### src/trig_pkg.sv
/*
 * Shared constants of the trigger and dead-time manager: register offsets,
 * control bit positions, pin indices, event type codes, timing figures and
 * the state type of the sequencer.
 * Assumes a 200 MHz system clock and a 32-bit Avalon-MM register bus.
 */
`default_nettype none
package trig_pkg;
    // ==========================================================
    // Timing
    localparam int CLK_PERIOD_NS = 5;
    localparam int US_NS = 1000;
    localparam int MS_NS = 1000000;
    localparam int US_CYCLES = US_NS / CLK_PERIOD_NS;
    localparam int ABORT_STEP_MS = 10;
    localparam int ABORT_STEP_CYCLES = ABORT_STEP_MS * (MS_NS / CLK_PERIOD_NS);
    localparam logic [7:0] ABORT_ROUND_MS = 8'h05;
    localparam logic [4:0] ABORT_MIN_STEPS = 5'h01;
    localparam logic [4:0] ABORT_MAX_STEPS = 5'h10;

    // ==========================================================
    // Register byte offsets
    localparam logic [7:0] OFS_CTRL = 8'h00;
    localparam logic [7:0] OFS_MULT = 8'h04;
    localparam logic [7:0] OFS_DEAD = 8'h08;
    localparam logic [7:0] OFS_ABORT = 8'h0c;
    localparam logic [7:0] OFS_PERIOD = 8'h10;
    localparam logic [7:0] OFS_MAXCNT = 8'h14;
    localparam logic [7:0] OFS_LAT0 = 8'h18;
    localparam logic [7:0] OFS_LAT3 = 8'h24;
    localparam logic [7:0] OFS_SSLAT = 8'h28;
    localparam logic [7:0] OFS_STATUS = 8'h2c;
    localparam logic [7:0] OFS_EVCOUNT = 8'h30;

    // ==========================================================
    // Control register bit positions
    localparam int CB_MASTER = 0;
    localparam int CB_PER = 1;
    localparam int CB_TTL = 2;
    localparam int CB_NIM = 3;
    localparam int CB_SER = 4;
    localparam int CB_MULT = 5;
    localparam int CB_MDST = 6;
    localparam int CB_SS = 7;
    localparam int CB_ABORT = 8;
    localparam int CB_RESTART = 9;
    localparam int CTRL_W = 10;
    localparam int MULT_HI_POS = 8;

    // ==========================================================
    // Event types and pin indices
    localparam logic [1:0] TYPE_LOCAL = 2'h3;
    localparam logic [1:0] TYPE_SINGLE = 2'h2;
    localparam logic [1:0] TYPE_SS_LAT = 2'h2;
    localparam int PIN_TTL = 0;
    localparam int PIN_NIM = 1;
    localparam int PIN_START = 2;
    localparam int PIN_TRIG = 3;
    localparam int NPINS = 4;

    // Sequencer states.
    typedef enum logic [2:0] {
        ST_IDLE, ST_SS, ST_LAT, ST_READOUT, ST_RESTART, ST_EXTRA
    } state_t;
endpackage
`default_nettype wire

### src/trigger_deadtime_manager.sv
/*
 * Trigger selection, latency, event typing, capture-restart generation,
 * busy / extra dead-time and readout-abort timing, with Avalon-MM registers.
 * Assumes front-end status and master-link strobes come from logic on mclk;
 * the TTL, NIM and push-button pins are asynchronous and are synchronised.
 */
// Functional notes
// - Multiplicity trigger goes to cards or external
// - Multiplicity lower bound programmable, 0 to 127
// - Multiplicity upper bound programmable, 0 to 127
// - Extra dead-time before busy release and clear
// - Extra dead-time 0 to 1023 microseconds
// - Abort timer enable; disabled never aborts
// - Abort limit 10 to 160 ms, rounded
// - Request readout abort when dead too long
// - Periodic generator with rate and event limit
// - Master may enable any trigger source mix; the trigger button is always on
// - Slave accepts only master-link triggers
// - Latency per event type, four settings
// - Local sources produce event type 11
// - Master-link triggers keep delivered event type
// - Single-shot: restart, latency, then type 10
// - Single-shot further delayed by type-two latency
// - Standalone master auto-restarts after front-ends ready, for periodic, TTL and NIM triggers
// - Slave takes restarts only from master link
// - Restart from push button or software bit
`timescale 1ns/1ps
`default_nettype none
module trigger_deadtime_manager #(
    parameter int ABORT_STEP_CYC = trig_pkg::ABORT_STEP_CYCLES
) (
    // Clock and reset
    input wire logic mclk,
    input wire logic reset,
    // Avalon-MM register slave
    input wire logic [7:0] avs_address,
    input wire logic avs_read,
    input wire logic avs_write,
    input wire logic [31:0] avs_writedata,
    input wire logic [3:0] avs_byteenable,
    output var logic [31:0] avs_readdata,
    output logic avs_waitrequest,
    // Asynchronous trigger pins
    input wire logic ttl_trig_pin,
    input wire logic nim_trig_pin,
    input wire logic start_button_pin,
    input wire logic trig_button_pin,
    // Master timing module link, decoded
    input wire logic master_trig_pulse,
    input wire logic [1:0] master_trig_type,
    input wire logic master_restart_pulse,
    // Front-end units
    input wire logic [6:0] mult_value,
    input wire logic fe_all_ready,
    input wire logic fe_all_running,
    output var logic fe_trigger,
    output var logic [1:0] fe_trig_type,
    output var logic capture_restart,
    output var logic readout_abort,
    // External device and busy
    output var logic ext_mult_trigger,
    output var logic busy_out,
    output var logic busy_clear_msg
);
    import trig_pkg::*;

    // ==========================================================
    // Pin synchronisers and edge detection
    logic [NPINS-1:0] pin_raw, s1_q, s2_q, s3_q, pin_edge;
    assign pin_raw = {trig_button_pin, start_button_pin, nim_trig_pin, ttl_trig_pin};

    // Each pin passes two flip-flops; the third only feeds the edge detector.
    always_ff @(posedge mclk or posedge reset) begin
        if (reset) begin
            s1_q <= '0;
            s2_q <= '0;
            s3_q <= '0;
        end else begin
            s1_q <= pin_raw;
            s2_q <= s1_q;
            s3_q <= s2_q;
        end
    end
    assign pin_edge = s2_q & ~s3_q;

    // ==========================================================
    // Register bus
    logic ack_q;
    logic rd_take, wr_take;
    logic [CTRL_W-1:0] ctrl_q;
    logic [6:0] mult_lo_q, mult_hi_q;
    logic [9:0] extra_us_q;
    logic [4:0] abort_steps_q;
    logic [31:0] period_q, maxcnt_q, ev_cnt_q;
    logic [15:0] lat_q [4];
    logic [15:0] ss_lat_q;
    logic sw_restart_q;
    logic [31:0] rd_word, wmask, wval;
    logic [7:0] abort_ms;
    logic [4:0] abort_req;
    state_t state_q;
    logic ss_pend_q, aborted_q;

    // One wait cycle: the request is taken at the second edge it is held.
    assign avs_waitrequest = (avs_read | avs_write) & ~ack_q;
    assign rd_take = avs_read & ack_q;
    assign wr_take = avs_write & ack_q;
    assign wmask = {{8{avs_byteenable[3]}}, {8{avs_byteenable[2]}},
                    {8{avs_byteenable[1]}}, {8{avs_byteenable[0]}}};

    // Read multiplexer; unmapped offsets read as zero.
    always_comb begin
        rd_word = 32'h0;
        unique case (avs_address)
            OFS_CTRL: rd_word = {22'h0, 1'b0, ctrl_q[CTRL_W-2:0]};
            OFS_MULT: rd_word = {17'h0, mult_hi_q, 1'b0, mult_lo_q};
            OFS_DEAD: rd_word = {22'h0, extra_us_q};
            OFS_ABORT: rd_word = {24'h0, 8'(abort_steps_q * 8'(ABORT_STEP_MS))};
            OFS_PERIOD: rd_word = period_q;
            OFS_MAXCNT: rd_word = maxcnt_q;
            OFS_SSLAT: rd_word = {16'h0, ss_lat_q};
            OFS_STATUS: rd_word = {26'h0, aborted_q, ss_pend_q, busy_out, 3'(state_q)};
            OFS_EVCOUNT: rd_word = ev_cnt_q;
            default: begin
                if (avs_address >= OFS_LAT0 && avs_address <= OFS_LAT3 &&
                    avs_address[1:0] == 2'h0) begin
                    rd_word = {16'h0, lat_q[avs_address[3:2] - OFS_LAT0[3:2]]};
                end
            end
        endcase
    end

    // Requested abort time in ms rounded to the nearest 10 ms, then clamped.
    always_comb begin
        wval = (avs_writedata & wmask) | ({24'h0, abort_ms} & ~wmask);
        // Nine bits keep the rounding sum of a large request from wrapping.
        abort_req = 5'((9'(wval[7:0]) + 9'(ABORT_ROUND_MS)) / 9'(ABORT_STEP_MS));
        if (wval[31:8] != 24'h0) begin
            abort_req = ABORT_MAX_STEPS;
        end else if (abort_req < ABORT_MIN_STEPS) begin
            abort_req = ABORT_MIN_STEPS;
        end else if (abort_req > ABORT_MAX_STEPS) begin
            abort_req = ABORT_MAX_STEPS;
        end
    end
    assign abort_ms = 8'(abort_steps_q * 8'(ABORT_STEP_MS));

    // Bus handshake and read data capture.
    always_ff @(posedge mclk or posedge reset) begin
        if (reset) begin
            ack_q <= 1'b0;
            avs_readdata <= 32'h0;
        end else begin
            ack_q <= (avs_read | avs_write) & ~ack_q;
            if (avs_read & ~ack_q) begin
                avs_readdata <= rd_word;
            end
        end
    end

    // Software-written settings, merged under byte enables.
    always_ff @(posedge mclk or posedge reset) begin
        if (reset) begin
            ctrl_q <= '0;
            mult_lo_q <= '0;
            mult_hi_q <= '0;
            extra_us_q <= '0;
            abort_steps_q <= ABORT_MIN_STEPS;
            period_q <= '0;
            maxcnt_q <= '0;
            lat_q <= '{default: 16'h0};
            ss_lat_q <= '0;
            sw_restart_q <= 1'b0;
        end else begin
            sw_restart_q <= 1'b0;
            if (wr_take) begin
                unique case (avs_address)
                    OFS_CTRL: begin
                        ctrl_q <= CTRL_W'((avs_writedata & wmask) | ({22'h0, ctrl_q} & ~wmask));
                        sw_restart_q <= avs_writedata[CB_RESTART] & avs_byteenable[1];
                    end
                    OFS_MULT: begin
                        if (avs_byteenable[0]) mult_lo_q <= avs_writedata[6:0];
                        if (avs_byteenable[1]) mult_hi_q <= avs_writedata[MULT_HI_POS +: 7];
                    end
                    OFS_DEAD: begin
                        extra_us_q <= 10'((avs_writedata & wmask) | ({22'h0, extra_us_q} & ~wmask));
                    end
                    OFS_ABORT: abort_steps_q <= abort_req;
                    OFS_PERIOD: period_q <= (avs_writedata & wmask) | (period_q & ~wmask);
                    OFS_MAXCNT: maxcnt_q <= (avs_writedata & wmask) | (maxcnt_q & ~wmask);
                    OFS_SSLAT: ss_lat_q <= 16'((avs_writedata & wmask) | ({16'h0, ss_lat_q} & ~wmask));
                    default: begin
                        if (avs_address >= OFS_LAT0 && avs_address <= OFS_LAT3 &&
                            avs_address[1:0] == 2'h0) begin
                            lat_q[avs_address[3:2] - OFS_LAT0[3:2]] <= 16'((avs_writedata & wmask) |
                                ({16'h0, lat_q[avs_address[3:2] - OFS_LAT0[3:2]]} & ~wmask));
                        end
                    end
                endcase
            end
        end
    end

    // ==========================================================
    // Trigger sources
    logic master_m;
    logic per_tick, per_fire, mult_in, mult_prev_q, mult_fire;
    logic local_evt, auto_src, ser_evt, restart_evt, idle;
    logic [31:0] per_cnt_q;
    assign master_m = ctrl_q[CB_MASTER];
    assign idle = state_q == ST_IDLE;

    // Periodic generator: one tick per period, stopped at the event limit.
    assign per_tick = per_cnt_q >= period_q;
    assign per_fire = per_tick & ctrl_q[CB_PER] &
                      (maxcnt_q == 32'h0 || ev_cnt_q < maxcnt_q);
    always_ff @(posedge mclk or posedge reset) begin
        if (reset) begin
            per_cnt_q <= '0;
            ev_cnt_q <= '0;
        end else if (!ctrl_q[CB_PER] || !master_m) begin
            per_cnt_q <= '0;
            ev_cnt_q <= '0;
        end else begin
            per_cnt_q <= per_tick ? 32'h0 : per_cnt_q + 32'h1;
            if (per_fire) begin
                ev_cnt_q <= ev_cnt_q + 32'h1;
            end
        end
    end

    // Window comparator fires once on entering the open window.
    assign mult_in = (mult_value > mult_lo_q) && (mult_value < mult_hi_q);
    assign mult_fire = mult_in & ~mult_prev_q & ctrl_q[CB_MULT] & master_m;
    always_ff @(posedge mclk or posedge reset) begin
        if (reset) begin
            mult_prev_q <= 1'b0;
        end else begin
            mult_prev_q <= mult_in;
        end
    end

    // Master mode mixes any enabled source; slave mode keeps only the link.
    assign local_evt = master_m & (per_fire | (pin_edge[PIN_TTL] & ctrl_q[CB_TTL]) |
                       (pin_edge[PIN_NIM] & ctrl_q[CB_NIM]) | pin_edge[PIN_TRIG] |
                       (mult_fire & ~ctrl_q[CB_MDST]));
    assign auto_src = per_fire | (pin_edge[PIN_TTL] & ctrl_q[CB_TTL]) |
                      (pin_edge[PIN_NIM] & ctrl_q[CB_NIM]);
    assign ser_evt = master_trig_pulse & (ctrl_q[CB_SER] | ~master_m);
    assign restart_evt = master_m ? (sw_restart_q | pin_edge[PIN_START])
                                  : master_restart_pulse;

    // Multiplicity trigger routed to the external device when selected.
    always_ff @(posedge mclk or posedge reset) begin
        if (reset) begin
            ext_mult_trigger <= 1'b0;
        end else begin
            ext_mult_trigger <= mult_fire & ctrl_q[CB_MDST] & idle;
        end
    end

    // ==========================================================
    // Sequencer: latency, readout, restart, extra dead-time
    logic [31:0] cnt_q;
    logic auto_q, seen_q, auto_restart;
    assign auto_restart = state_q == ST_READOUT && fe_all_ready && auto_q && master_m;
    assign busy_out = state_q inside {ST_LAT, ST_READOUT, ST_RESTART, ST_EXTRA};

    always_ff @(posedge mclk or posedge reset) begin
        if (reset) begin
            state_q <= ST_IDLE;
            cnt_q <= '0;
            auto_q <= 1'b0;
            seen_q <= 1'b0;
            ss_pend_q <= 1'b0;
            fe_trigger <= 1'b0;
            fe_trig_type <= 2'h0;
            capture_restart <= 1'b0;
            busy_clear_msg <= 1'b0;
        end else begin
            fe_trigger <= 1'b0;
            busy_clear_msg <= 1'b0;
            capture_restart <= restart_evt | auto_restart;
            // A user restart in single-shot mode arms one self-trigger.
            if (restart_evt && master_m && ctrl_q[CB_SS]) begin
                ss_pend_q <= 1'b1;
            end
            unique case (state_q)
                ST_IDLE: begin
                    // Triggers are taken only here, so busy hides them.
                    if (ser_evt) begin
                        state_q <= ST_LAT;
                        fe_trig_type <= master_trig_type;
                        cnt_q <= {16'h0, lat_q[master_trig_type]};
                        auto_q <= 1'b0;
                    end else if (local_evt) begin
                        state_q <= ST_LAT;
                        fe_trig_type <= TYPE_LOCAL;
                        cnt_q <= {16'h0, lat_q[TYPE_LOCAL]};
                        auto_q <= auto_src;
                    end else if (ss_pend_q && master_m && ctrl_q[CB_SS]) begin
                        state_q <= ST_SS;
                        cnt_q <= {16'h0, ss_lat_q};
                        ss_pend_q <= 1'b0;
                    end
                end
                ST_SS: begin
                    if (cnt_q == 32'h0) begin
                        state_q <= ST_LAT;
                        fe_trig_type <= TYPE_SINGLE;
                        cnt_q <= {16'h0, lat_q[TYPE_SS_LAT]};
                        auto_q <= 1'b0;
                    end else begin
                        cnt_q <= cnt_q - 32'h1;
                    end
                end
                ST_LAT: begin
                    if (cnt_q == 32'h0) begin
                        fe_trigger <= 1'b1;
                        state_q <= ST_READOUT;
                    end else begin
                        cnt_q <= cnt_q - 32'h1;
                    end
                end
                ST_READOUT: begin
                    if (fe_all_ready) begin
                        state_q <= ST_RESTART;
                        seen_q <= auto_restart | restart_evt;
                    end
                end
                ST_RESTART: begin
                    // Wait for a restart, then for all capture writing to run.
                    if (restart_evt) begin
                        seen_q <= 1'b1;
                    end
                    if (seen_q && fe_all_running) begin
                        state_q <= ST_EXTRA;
                        cnt_q <= 32'(extra_us_q) * 32'(US_CYCLES);
                    end
                end
                ST_EXTRA: begin
                    if (cnt_q == 32'h0) begin
                        state_q <= ST_IDLE;
                        busy_clear_msg <= 1'b1;
                    end else begin
                        cnt_q <= cnt_q - 32'h1;
                    end
                end
            endcase
        end
    end

    // ==========================================================
    // Readout abort timer over the dead time
    logic [31:0] step_pre_q;
    logic [4:0] step_cnt_q;
    logic step_tick;
    assign step_tick = step_pre_q == 32'(ABORT_STEP_CYC - 1);

    // Counts 10 ms steps while busy and fires one abort at the limit.
    always_ff @(posedge mclk or posedge reset) begin
        if (reset) begin
            step_pre_q <= '0;
            step_cnt_q <= '0;
            aborted_q <= 1'b0;
            readout_abort <= 1'b0;
        end else begin
            readout_abort <= 1'b0;
            if (!busy_out) begin
                step_pre_q <= '0;
                step_cnt_q <= '0;
                aborted_q <= 1'b0;
            end else begin
                step_pre_q <= step_tick ? 32'h0 : step_pre_q + 32'h1;
                if (step_tick && step_cnt_q < ABORT_MAX_STEPS) begin
                    step_cnt_q <= step_cnt_q + 5'h1;
                end
                if (ctrl_q[CB_ABORT] && !aborted_q && step_cnt_q >= abort_steps_q) begin
                    readout_abort <= 1'b1;
                    aborted_q <= 1'b1;
                end
            end
        end
    end
endmodule
`default_nettype wire

### config.mk
export PLATFORM = sky130hd
export DESIGN_NAME = trigger_deadtime_manager
export DESIGN_NICKNAME = d
export VERILOG_FILES = /design/src/trig_pkg.sv /design/src/trigger_deadtime_manager.sv
export SDC_FILE = /design/constraint.sdc
export NUM_CORES = 1
export LEC_CHECK = 0
export ABC_AREA = 1
export BUFFER_PORTS_ARGS = -buffer_cell sky130_fd_sc_hd__buf_2
export CORE_ASPECT_RATIO = 1.2
export CORE_MARGIN = 5
export CORE_UTILIZATION = 50
export DETAILED_ROUTE_END_ITERATION = 7
export PLACE_DENSITY = 0.65
export SYNTH_ARGS = -nofsm -noshare
export SYNTH_HDL_FRONTEND = slang
export SYNTH_SLANG_ARGS = --single-unit
### constraint.sdc
create_clock -name mclk -period 22.3 [get_ports mclk]
set_clock_uncertainty 0.1 [all_clocks]
set_input_delay 4.46 -clock mclk [delete_from_list [all_inputs] [get_ports mclk]]
set_output_delay 4.46 -clock mclk [all_outputs]
set_load 0.01 [all_outputs]
# Word level (Yosys, flattened, before mapping)
# Cells that the tools add are included.
dict set report op_classes {
  n_addsub 7
  mul 2
  div_mod_pow 1
  order_cmp 13
  n_eq_ne 25
  mux 64
  bitwise_logic 49
  reduce_logical 46
}
# op count
set op_table {}
lappend op_table {{2-to-1 mux 32 bit} 12}
lappend op_table {{case mux 32 bit (9 select lines)} 1}
lappend op_table {{case mux 32 bit (4 select lines)} 1}
lappend op_table {{adder 32 x 1 -> 32 bit, second input constant} 3}
lappend op_table {{bitwise AND 32 bit} 3}
lappend op_table {{2-to-1 mux 16 bit} 6}
lappend op_table {{OR 32 bit} 3}
lappend op_table {{binary-select mux 16 bit (select 2 bit)} 2}
lappend op_table {{bitwise mux 64 bit} 1}
lappend op_table {{zero test 32 bit} 2}
lappend op_table {{bitwise AND 16 bit} 2}
lappend op_table {{bitwise AND 8 x 32 -> 32 bit} 1}
lappend op_table {{demux 16 bit (select 2 bit)} 1}
lappend op_table {{== test 32 x 21 -> 1 bit, second input constant} 1}
lappend op_table {{>= comparator 32 bit} 1}
lappend op_table {{less-than comparator 32 bit} 1}
lappend op_table {{inverter 32 bit} 1}
lappend op_table {{OR 16 bit} 2}
lappend op_table {{subtractor 32 x 1 -> 32 bit, second input constant} 1}
lappend op_table {{2-to-1 mux 5 bit} 5}
lappend op_table {{== test 8 x 6 -> 1 bit, second input constant} 3}
lappend op_table {{2-to-1 mux 3 bit} 8}
lappend op_table {{nonzero test 24 bit} 1}
lappend op_table {{bitwise AND 10 bit} 2}
lappend op_table {{other kinds (52)} 143}
dict set report word_totals {
  regBits 377
  input_bits 65
}

# Logic depth before layout (Yosys ltp)
# Gate-level depths: netlist of run 1.
dict set report logic_depth {
  word_depth 11
  depth_mapped 33
  mapped_depth_nobuf 32
}

# Least setup slack after synthesis of run 1
# No wires, ideal clock.
dict set report synth_path {
  path_type {input to output}
  start {input port avs_write}
  end {output port avs_waitrequest}
  arrival_time_ps 4669
  slack_ps 13071
  cell_stages 2
  n_path_buf 0
  cell_sequence {nor2_1 -> nor2_1}
}
dict set report synth_between {
  elab_chain_cells 2
}
# element line_no
set synth_lines {}
lappend synth_lines {{from (decl)} trigger_deadtime_manager.sv:38} ;# input wire logic avs_write,
lappend synth_lines {{OR 1 bit} trigger_deadtime_manager.sv:105} ;# assign avs_waitrequest = (avs_read | avs_write) & ~ack_q;
lappend synth_lines {{bitwise AND 1 bit} trigger_deadtime_manager.sv:105}
lappend synth_lines {{to (decl)} trigger_deadtime_manager.sv:42} ;# output logic avs_waitrequest,
# No other way between the ends.

# Worst setup path after layout of run 1
# Same ends and word-level chain as after synthesis.

==> metrics, run 1 <==
CP endpoint avs_waitrequest; Avg WL per Cell 20.0 µm; min Tclk post-route 9.43 ns; Synth top area share 41.2%; post-CTS sizing 0; post-CTS setup buffer count 0; headroom to the max-slew limit 16.0%; CP required 17.74 ns; crit path launch avs_write; largest net degree at the start of global routing 113; synthesized flop and latch total 376; CP Cell Sequence buf_2 > nor2_1 > nor2_1 > buf_2; type of origin of the critical path primary input; CTS sink count 376; layout cells sized above 1 8.72%; setup tns final 0 ns; R2R Setup Slk 18.13 ns; CTS tree done; routed vias/inst 5.72; Yosys top cell by area dfrtp_1; Final WS setup 12.87 ns; Fmax 106 MHz; Post-synth top flop dfrtp_1; final hold slack 0.247 ns; routability cong. 1.01; reg2reg end cnt_q[3]$_DFFE_PP0P_; RSZ-0062 raised after global routing false; Congestion Overflow GR 0; Reg2Reg Depth 20; initial antenna violation count 0; Syn Nets 3173; Worst-Margin Slew 1.23 ns; Clock Pin Slew Worst Setup and Hold Paths 0.05 ns; DRT iter0 DRCs 1650; fin crit share 42.3%; Final Max Tran Viols 0; CP Max Fanout 3; stages on the worst setup path 4; asr flop ratio synth 100%; # DRC 0; Hold Crit Class reg -> reg; vias 21190; core area 45000 µm²; Longest Clk Path Bufs 3; Ys Warns 0; final hold vios 0; Port Buffers 105; Die H 244 µm; Power, Total 2.02 mW; clk root buf clkbuf_16; DP Worst Slack 12.88 ns; most frequent cell after synthesis nand2_1; pwr/cell area 79.5 nW/µm²; Die Area 50000 µm²; Leak Pwr 12.3 nW; crit path buf inv count 2; Area Growth Syn to Fin 11.3%; Clock Latency Late Sink 0.57 ns; CP delay by family, top buffers and inverters; row cnt 85; most frequent cells after synthesis nand2_1, inv_1, dfrtp_1, o21ai_0, nor2_1; Synth cell types 67; final setup fails 0; detailed-placement wirelength estimate 55700 µm; CP max stage delay 0.14 ns; DIE WIDTH 205 µm; Area contributors post-synth dfrtp_1, nand2_1, inv_1, ha_1, o21ai_0; Crit. End Element output port; vias in the first global route 20538; status finished, final reports clean; Mapped Area 22800 µm²; Seq/Total Area, Yosys 41.3%; Initial Utilization 50.7%; IO Pins 106; CTS buffer count 43; first drt pass iteration count 6; CP max-delay cell buf_2; final wirelength 74200 µm; htree depth 2; global-route wire length before repair 115000 µm; Final #Nets 3266; Avg Synthesized Cell Area 7.67 µm²; EDFF count, synth 0; Post-Syn Instances 2973; ant diodes 0; Worst Path Arrival 4.87 ns; CP Class in -> out; CTS Hold Buffers Added 0; max cap viols 0; Total GRT Usage 29.3%; DRT antenna net count 0; VDD IR max 0.0509 mV
-- logic make-up (layout without fill, tap and decap cells) --
family                     Yosys count  in the layout  share of synthesized area (%)
AOI/OAI and AO/OA                  664            664                           16.8
xor gates and xnor gates            49             49                           1.88
adders and majority gates          135            135                           7.61
buffers and inverters              551            676                           9.26
DFF                                376            376                           41.3
and+or+nand+nor                   1198           1198                           23.2
-- cells in the final DEF (no fill, tap or decap), types with 10 or more instances in the layout --
master     netlist  routed
nand2_2         12      12
o21a_1          11      11
o221ai_1        18      18
nand4_1         37      37
nand3_1        139     139
inv_1          453     452
nand2_1        608     608
nor2_2          14      14
o211ai_1        10      10
buf_4            1      22
nor4_1          30      30
clkbuf_8         0      12
buf_2            5     105
o21ai_0        275     274
o31ai_1         14      14
a22oi_1         15      15
xor2_1          31      31
nor3_1          68      68
nor2_1         242     242
dfrtp_1        375     375
xnor2_1         18      18
a221oi_1        17      17
a21oi_1        163     163
clkbuf_16        0      45
inv_2           11      11
ha_1           129     129
o22ai_1         89      89
-- worst register-to-register path, delay by kind of cell, from the launching register on --
kind	cells	cell delay [ns]
buffers and inverters	4	0.85
and+or+nand+nor	14	2.07
adders and majority gates	1	0.30
DFF	1	0.46
AOI/OAI and AO/OA	1	0.28
-- report_power, final --
group          leakage (nW)  switching [mW]  internal, mW
logic                  6.69           0.363         0.150
clock network         0.714           0.293         0.430
registers              4.88          0.0476         0.732
total                  12.3           0.704          1.31
-- stage by stage --
step	utilization, %	instance area (µm²)	cells
CTS	56.4	25400	3707
finish	56.4	25400	3707
global route	56.4	25400	3707
detailed placement	53.2	23900	3630
global placement	53.2	23900	3630
floorplan	-	22800	2973
-- final cells by class --
class | count | area, µm²
timing repair buffer | 127 | 691
multi-input combinational | 2046 | 11300
inverter | 472 | 1780
clock inverter | 12 | 113
tap | 609 | 762
clock buffer | 65 | 1320
sequential | 376 | 9410
fill | 4290 | 19600
-- routing by layer --
metal / track usage [%] / wire length (µm)
met1: 36.5 / 29600
met2: 49.3 / 35500
met3: 4.16 / 4380
met4: 15.5 / 4700
met5: 0 / 0
-- how the worst min path moves through the flow --
stage                           start                end  depth (start not counted)
floorplan           s1_q[0]$_DFF_PP0_  s2_q[0]$_DFF_PP0_                          0
global placement    s1_q[2]$_DFF_PP0_  s2_q[2]$_DFF_PP0_                          0
detailed placement  s1_q[2]$_DFF_PP0_  s2_q[2]$_DFF_PP0_                          0
CTS                 s1_q[2]$_DFF_PP0_  s2_q[2]$_DFF_PP0_                          0
global route        s1_q[2]$_DFF_PP0_  s2_q[2]$_DFF_PP0_                          0
finish              s1_q[2]$_DFF_PP0_  s2_q[2]$_DFF_PP0_                          0
Note: power is estimated with default switching activity, not from simulation.
==> run 2, diff against run 1 <==
- clock period: 22.3 -> 9.5 ns (I/O delays scaled with it)
==> run 2 against run 1 <==
Effect of this change: setup slack worse by 8.3 ns; sequential share of layout area is 0.20 points lower; critical path depth is 18 higher; clock power grew to 2.5 times the previous value; count of clock-buffer cells in the layout is 9 lower; register-to-register slack worse by 13 ns; critical endpoint is now cnt_q[4]$_DFFE_PP0P_; highest routed layer unchanged.
==> metrics, run 2 (same netlist as run 1, synthesis figures left out) <==
setup tns final 0 ns; core area 45000 µm²; layout cells sized above 1 8.96%; RSZ-0062 raised after global routing false; routed vias/inst 5.70; vias in the first global route 20881; DRT iter0 DRCs 1748; routability cong. 1.03; vias 21160; CTS buffer count 43; R2R Setup Slk 5.00 ns; Cell Count Post-Placement 3634; status finished, final reports clean; crit-path most repeated cell nand2_1; final hold slack 0.246 ns; Worst Path Arrival 5.26 ns; Die Area 50000 µm²; clk root buf clkbuf_16; CP delay by family, top simple AND/OR/NAND/NOR gates; CTS Hold Buffers Added 0; commonest non-fill, non-tap cell in the layout nand2_1; Congestion Overflow GR 0; DRT antenna net count 0; headroom to the max-slew limit 13.8%; Non-Filler Instances 3713; final wirelength 75900 µm; initial antenna violation count 0; Clock Latency Late Sink 0.59 ns; Fmax 204 MHz; Avg WL per Cell 20.4 µm; Crit. End Element register; Total GRT Usage 30.1%; CP max-delay cell buf_4; reg2reg start per_cnt_q[17]$_DFF_PP0_; Reg2Reg Depth 22; crit path launch mult_value[2]; fillers 4175; CP Cell Sequence buf_2 > ha_1 > a21oi_1 > nand2_1 > a21oi_1 > nor2_1 > o21a_1 > o21a_1 > nor4_2 > nand2_1 > o22ai_1 > inv_1 > nand2_4 > nand2_2 > buf_4 > nand3_1 > nand2_1 > nor2_2 > buf_4 > inv_2 > nand2_1 > nand2_1; CP endpoint cnt_q[4]$_DFFE_PP0P_; # DRC 0; CTS tree done; first drt pass iteration count 6; pwr/cell area 192 nW/µm²; IO Pins 106; CP required 9.87 ns; Final #Nets 3270; Longest Clk Path Bufs 3; Worst-Margin Slew 1.26 ns; CP Class in -> reg; type of origin of the critical path primary input; ant diodes 0; Clock Pin Slew Worst Setup and Hold Paths 0.06 ns; Hold Crit Class reg -> reg; reg2reg end cnt_q[4]$_DFFE_PP0P_; VDD IR max 0.129 mV; min Tclk post-route 4.89 ns; detailed-placement wirelength estimate 57600 µm; commonest non-fill, non-tap cells in the layout nand2_1, inv_1, dfrtp_1; htree depth 2; final setup fails 0; row cnt 85; CTS sink count 376; global-route wire length before repair 118000 µm; Final Max Tran Viols 0; final instance area 25500 µm²; Die H 244 µm; crit path buf inv count 5; DIE WIDTH 205 µm; CP max stage delay 0.38 ns; post-CTS setup buffer count 0; Port Buffers 105; max cap viols 0; final hold vios 0; stages on the worst setup path 22; CP Max Fanout 40; Final WS setup 4.61 ns; Area Growth Syn to Fin 11.9%; post-CTS sizing 0; Placed Area 24000 µm²; Leak Pwr 12.3 nW; fin crit share 51.5%; Initial Utilization 50.7%; DP Worst Slack 4.04 ns; largest net degree at the start of global routing 80
## run 2: cell types whose count changed in the layout (fill, tap and decap cells not counted)
cell / previous run / this run
clkbuf_1: 8 / 6
clkbuf_16: 45 / 44
clkinv_8: 0 / 1
clkbuf_8: 12 / 6
clkinvlp_4: 1 / 3
clkinv_2: 9 / 8
buf_4: 22 / 26
inv_8: 1 / 0
bufinv_16: 2 / 8
o21ai_2: 0 / 1
inv_6: 1 / 2
o21ai_4: 1 / 0
clkinv_4: 0 / 3
## run 2: power by group
part           switching (mW)  leakage (nW)  internal, mW
logic                   0.869          6.70         0.357
clock network           0.722         0.761          1.12
registers               0.112          4.88          1.72
## run 2: area by class of cell
type / count / area [µm²] / share of cell area (%)
well taps: 609 / 762 / 2.99
clock buffers: 56 / 1210 / 4.73
clock inverters: 23 / 347 / 1.36
flip-flops and latches: 376 / 9410 / 36.9
inverters: 472 / 1780 / 6.98
repair buffers: 131 / 721 / 2.83
multi-input cells: 2046 / 11300 / 44.2
## run 2: how the worst min path moves through the flow
stage	start	endpoint	slack (ns)	cells past startpoint
finish	s1_q[2]$_DFF_PP0_	s2_q[2]$_DFF_PP0_	0.25	0
global route	s1_q[2]$_DFF_PP0_	s2_q[2]$_DFF_PP0_	0.25	0
CTS	s1_q[2]$_DFF_PP0_	s2_q[2]$_DFF_PP0_	0.25	0
detailed placement	s1_q[2]$_DFF_PP0_	s2_q[2]$_DFF_PP0_	0.24	0
global placement	s1_q[2]$_DFF_PP0_	s2_q[2]$_DFF_PP0_	0.23	0
floorplan	s1_q[0]$_DFF_PP0_	s2_q[0]$_DFF_PP0_	0.23	0
## run 2: per-stage QoR
| step | utilization (%) | total power [mW] |
|---|---|---|
| floorplan | - | 2.67 |
| global placement | 53.2 | 3.04 |
| detailed placement | 53.2 | 3.07 |
| CTS | 56.7 | 4.92 |
| global route | 56.7 | 5.14 |
| finish | 56.7 | 4.90 |
## run 2: worst reg2reg max path, delay by kind of cell, from the launching register on
kind                     cells  cell delay (ns)
flip-flops                   1             0.45
AO/OA/AOI/OAI                4             0.74
AND/OR/NAND/NOR             14             1.90
adder cells (fa/ha/maj)      1             0.32
buffers and inverters        3             0.89
## run 2: layer usage
layer | track usage (%) | routed length, µm
met1 | 36.7 | 29700
met2 | 50.9 | 36600
met3 | 4.46 | 4540
met4 | 16.7 | 5070
met5 | 0 | 0
==> run 3, diff against run 2 <==
- PLACE_DENSITY: 0.65 -> 0.68
- clock period: 9.5 -> 4.19 ns (I/O delays scaled with it)
==> run 3 against run 2 <==
Effect of this change: register-to-register slack worse by 4.8 ns; utilization grew 0.36 points; critical path type is now reg -> reg; die area unchanged; setup slack lost 4.4 ns; sequential share of layout area shrank 0.23 points; global-route usage is 0.14 points lower; cell count is 0.67% higher.
==> metrics, run 3 (same netlist as run 1, synthesis figures left out) <==
Fmax 250 MHz; DRT iter0 DRCs 1790; Die Area 50000 µm²; type of origin of the critical path register; Internal 7.01 mW; first drt pass iteration count 6; routability cong. 1.07; Final Max Tran Viols 0; CP Cell Sequence ha_1 > ha_1 > inv_1 > fa_1 > inv_1 > ha_1 > inv_1 > o31ai_2 > inv_1 > nor2_2 > nor2_1 > inv_1 > a21oi_1 > or2_2 > nand2_1 > a21oi_1 > or2_2 > nand2_1 > a21o_1 > nand2_1 > nand2_1 > o22ai_1 > nand2_1 > o21ai_0; clk root buf clkbuf_16; max cap viols 0; Placed Area 24200 µm²; Non-Filler Instances 3738; Cell Count Post-Placement 3667; share of total power in combinational logic 26.1%; final hold slack 0.161 ns; DRT antenna net count 0; largest net degree at the start of global routing 133; row cnt 85; Power, Total 10.8 mW; # DRC 0; Reg area 9410 µm²; pwr/cell area 420 nW/µm²; area of the multi-input gates 11300 µm²; Longest Clk Path Bufs 3; initial antenna violation count 1; headroom to the max-slew limit 25.6%; core area 45000 µm²; vias 21358; commonest non-fill, non-tap cell in the layout nand2_1; CP max stage delay 0.49 ns; Area Growth Syn to Fin 12.6%; CTS sink count 376; fillers 4269; vias in the first global route 21257; clock share of power 35.4%; fin crit share 95.5%; CP Class reg -> reg; CTS Hold Buffers Added 0; Leak Pwr 12.4 nW; Total GRT Usage 29.9%; Clock Pin Slew Worst Setup and Hold Paths 0.06 ns; CP required 4.55 ns; crit path buf inv count 5; final instance area 25700 µm²; VDD IR max 0.295 mV; final hold vios 0; min Tclk post-route 4.00 ns; Initial Utilization 50.7%; Switch Pwr 3.76 mW; Final #Nets 3303; register share of total power 38.5%; CP max-delay cell fa_1; routed vias/inst 5.71; Congestion Overflow GR 0; final wirelength 75100 µm; CTS tree done; DIE WIDTH 205 µm; Worst Path Arrival 4.36 ns; layout cells sized above 1 9.78%; commonest non-fill, non-tap cells in the layout nand2_1, inv_1, dfrtp_1; Avg WL per Cell 20.1 µm; Worst-Margin Slew 1.11 ns; CTS buffer count 43; CP delay by family, top adder cells; Hold Crit Class in -> async; detailed-placement wirelength estimate 57100 µm; Sw Ratio 34.9%; Crit. End Element register; IO Pins 106; Port Buffers 105; global-route wire length before repair 118000 µm; final setup fails 0; Clock Latency Late Sink 0.58 ns; CP Max Fanout 5; htree depth 2; Die H 244 µm; ant diodes 0; status finished, final reports clean
-- run 3: cell count changes in the layout (fill, tap and decap cells not counted), sizes merged --
cell      change
clkbuf        -1
bufinv        -4
clkinvlp      +2
clkinv        -4
inv           -1
buf          +33
-- run 3: stage by stage --
stage                     setup slack [ns]    TNS, ns  util, %
after CTS                            0.124          0     57.0
final                                0.188          0     57.0
after global routing             -0.000907  -0.000907     57.0
after detailed placement             0.151          0     53.9
after global placement               0.221          0     53.9
after floorplan                      -1.80    -674.39        -
-- run 3: path summary, 6_finish.rpt --
check                                  start                     to  slack, ns  cells past startpoint
setup reg to reg                    register  cnt_q[17]$_DFFE_PP0P_       0.19                     24
max in group asynchronous              reset              async pin       2.69                      3
min in group mclk          s1_q[2]$_DFF_PP0_      s2_q[2]$_DFF_PP0_       0.25                      0
hold reg to reg            s1_q[2]$_DFF_PP0_      s2_q[2]$_DFF_PP0_       0.25                      0
setup / recovery                    register  cnt_q[17]$_DFFE_PP0P_       0.19                     24
hold / removal                         reset      s3_q[3]$_DFF_PP0_       0.16                      2
-- run 3: layout make-up --
type | instances | area share, %
multi-input combinational | 2046 | 44.0
clock inverter | 16 | 0.785
tap | 609 | 2.97
timing repair buffer | 164 | 3.97
clock buffer | 55 | 4.65
inverter | 472 | 6.94
sequential | 376 | 36.7
-- run 3: routing by layer --
metal	up-vias	share of wire (%)	wire length, µm	track usage (%)
met1	10142	39	29000	36.3
met2	803	47	35600	50.2
met3	235	6.8	5130	5.11
li1	10176	-	-	-
met4	2	7.2	5400	17.1
met5	-	0.0093	7	0
-- run 3: repair_timing --
item	in CTS	in global routing
setup endpoints to repair	0	3
resized for setup	0	5
buffers inserted	0	0
hold endpoints to repair	0	0
-- run 3: power by group through the flow --
stage / Clock, mW / Sequential, mW / Combinational, mW
final: 3.82 / 4.15 / 2.81
after global routing: 4.03 / 4.18 / 3.16
after CTS: 3.88 / 4.14 / 2.80
after detailed placement: 0 / 4.20 / 2.79
after global placement: 0 / 4.20 / 2.74
after floorplan: 0 / 4.15 / 1.91
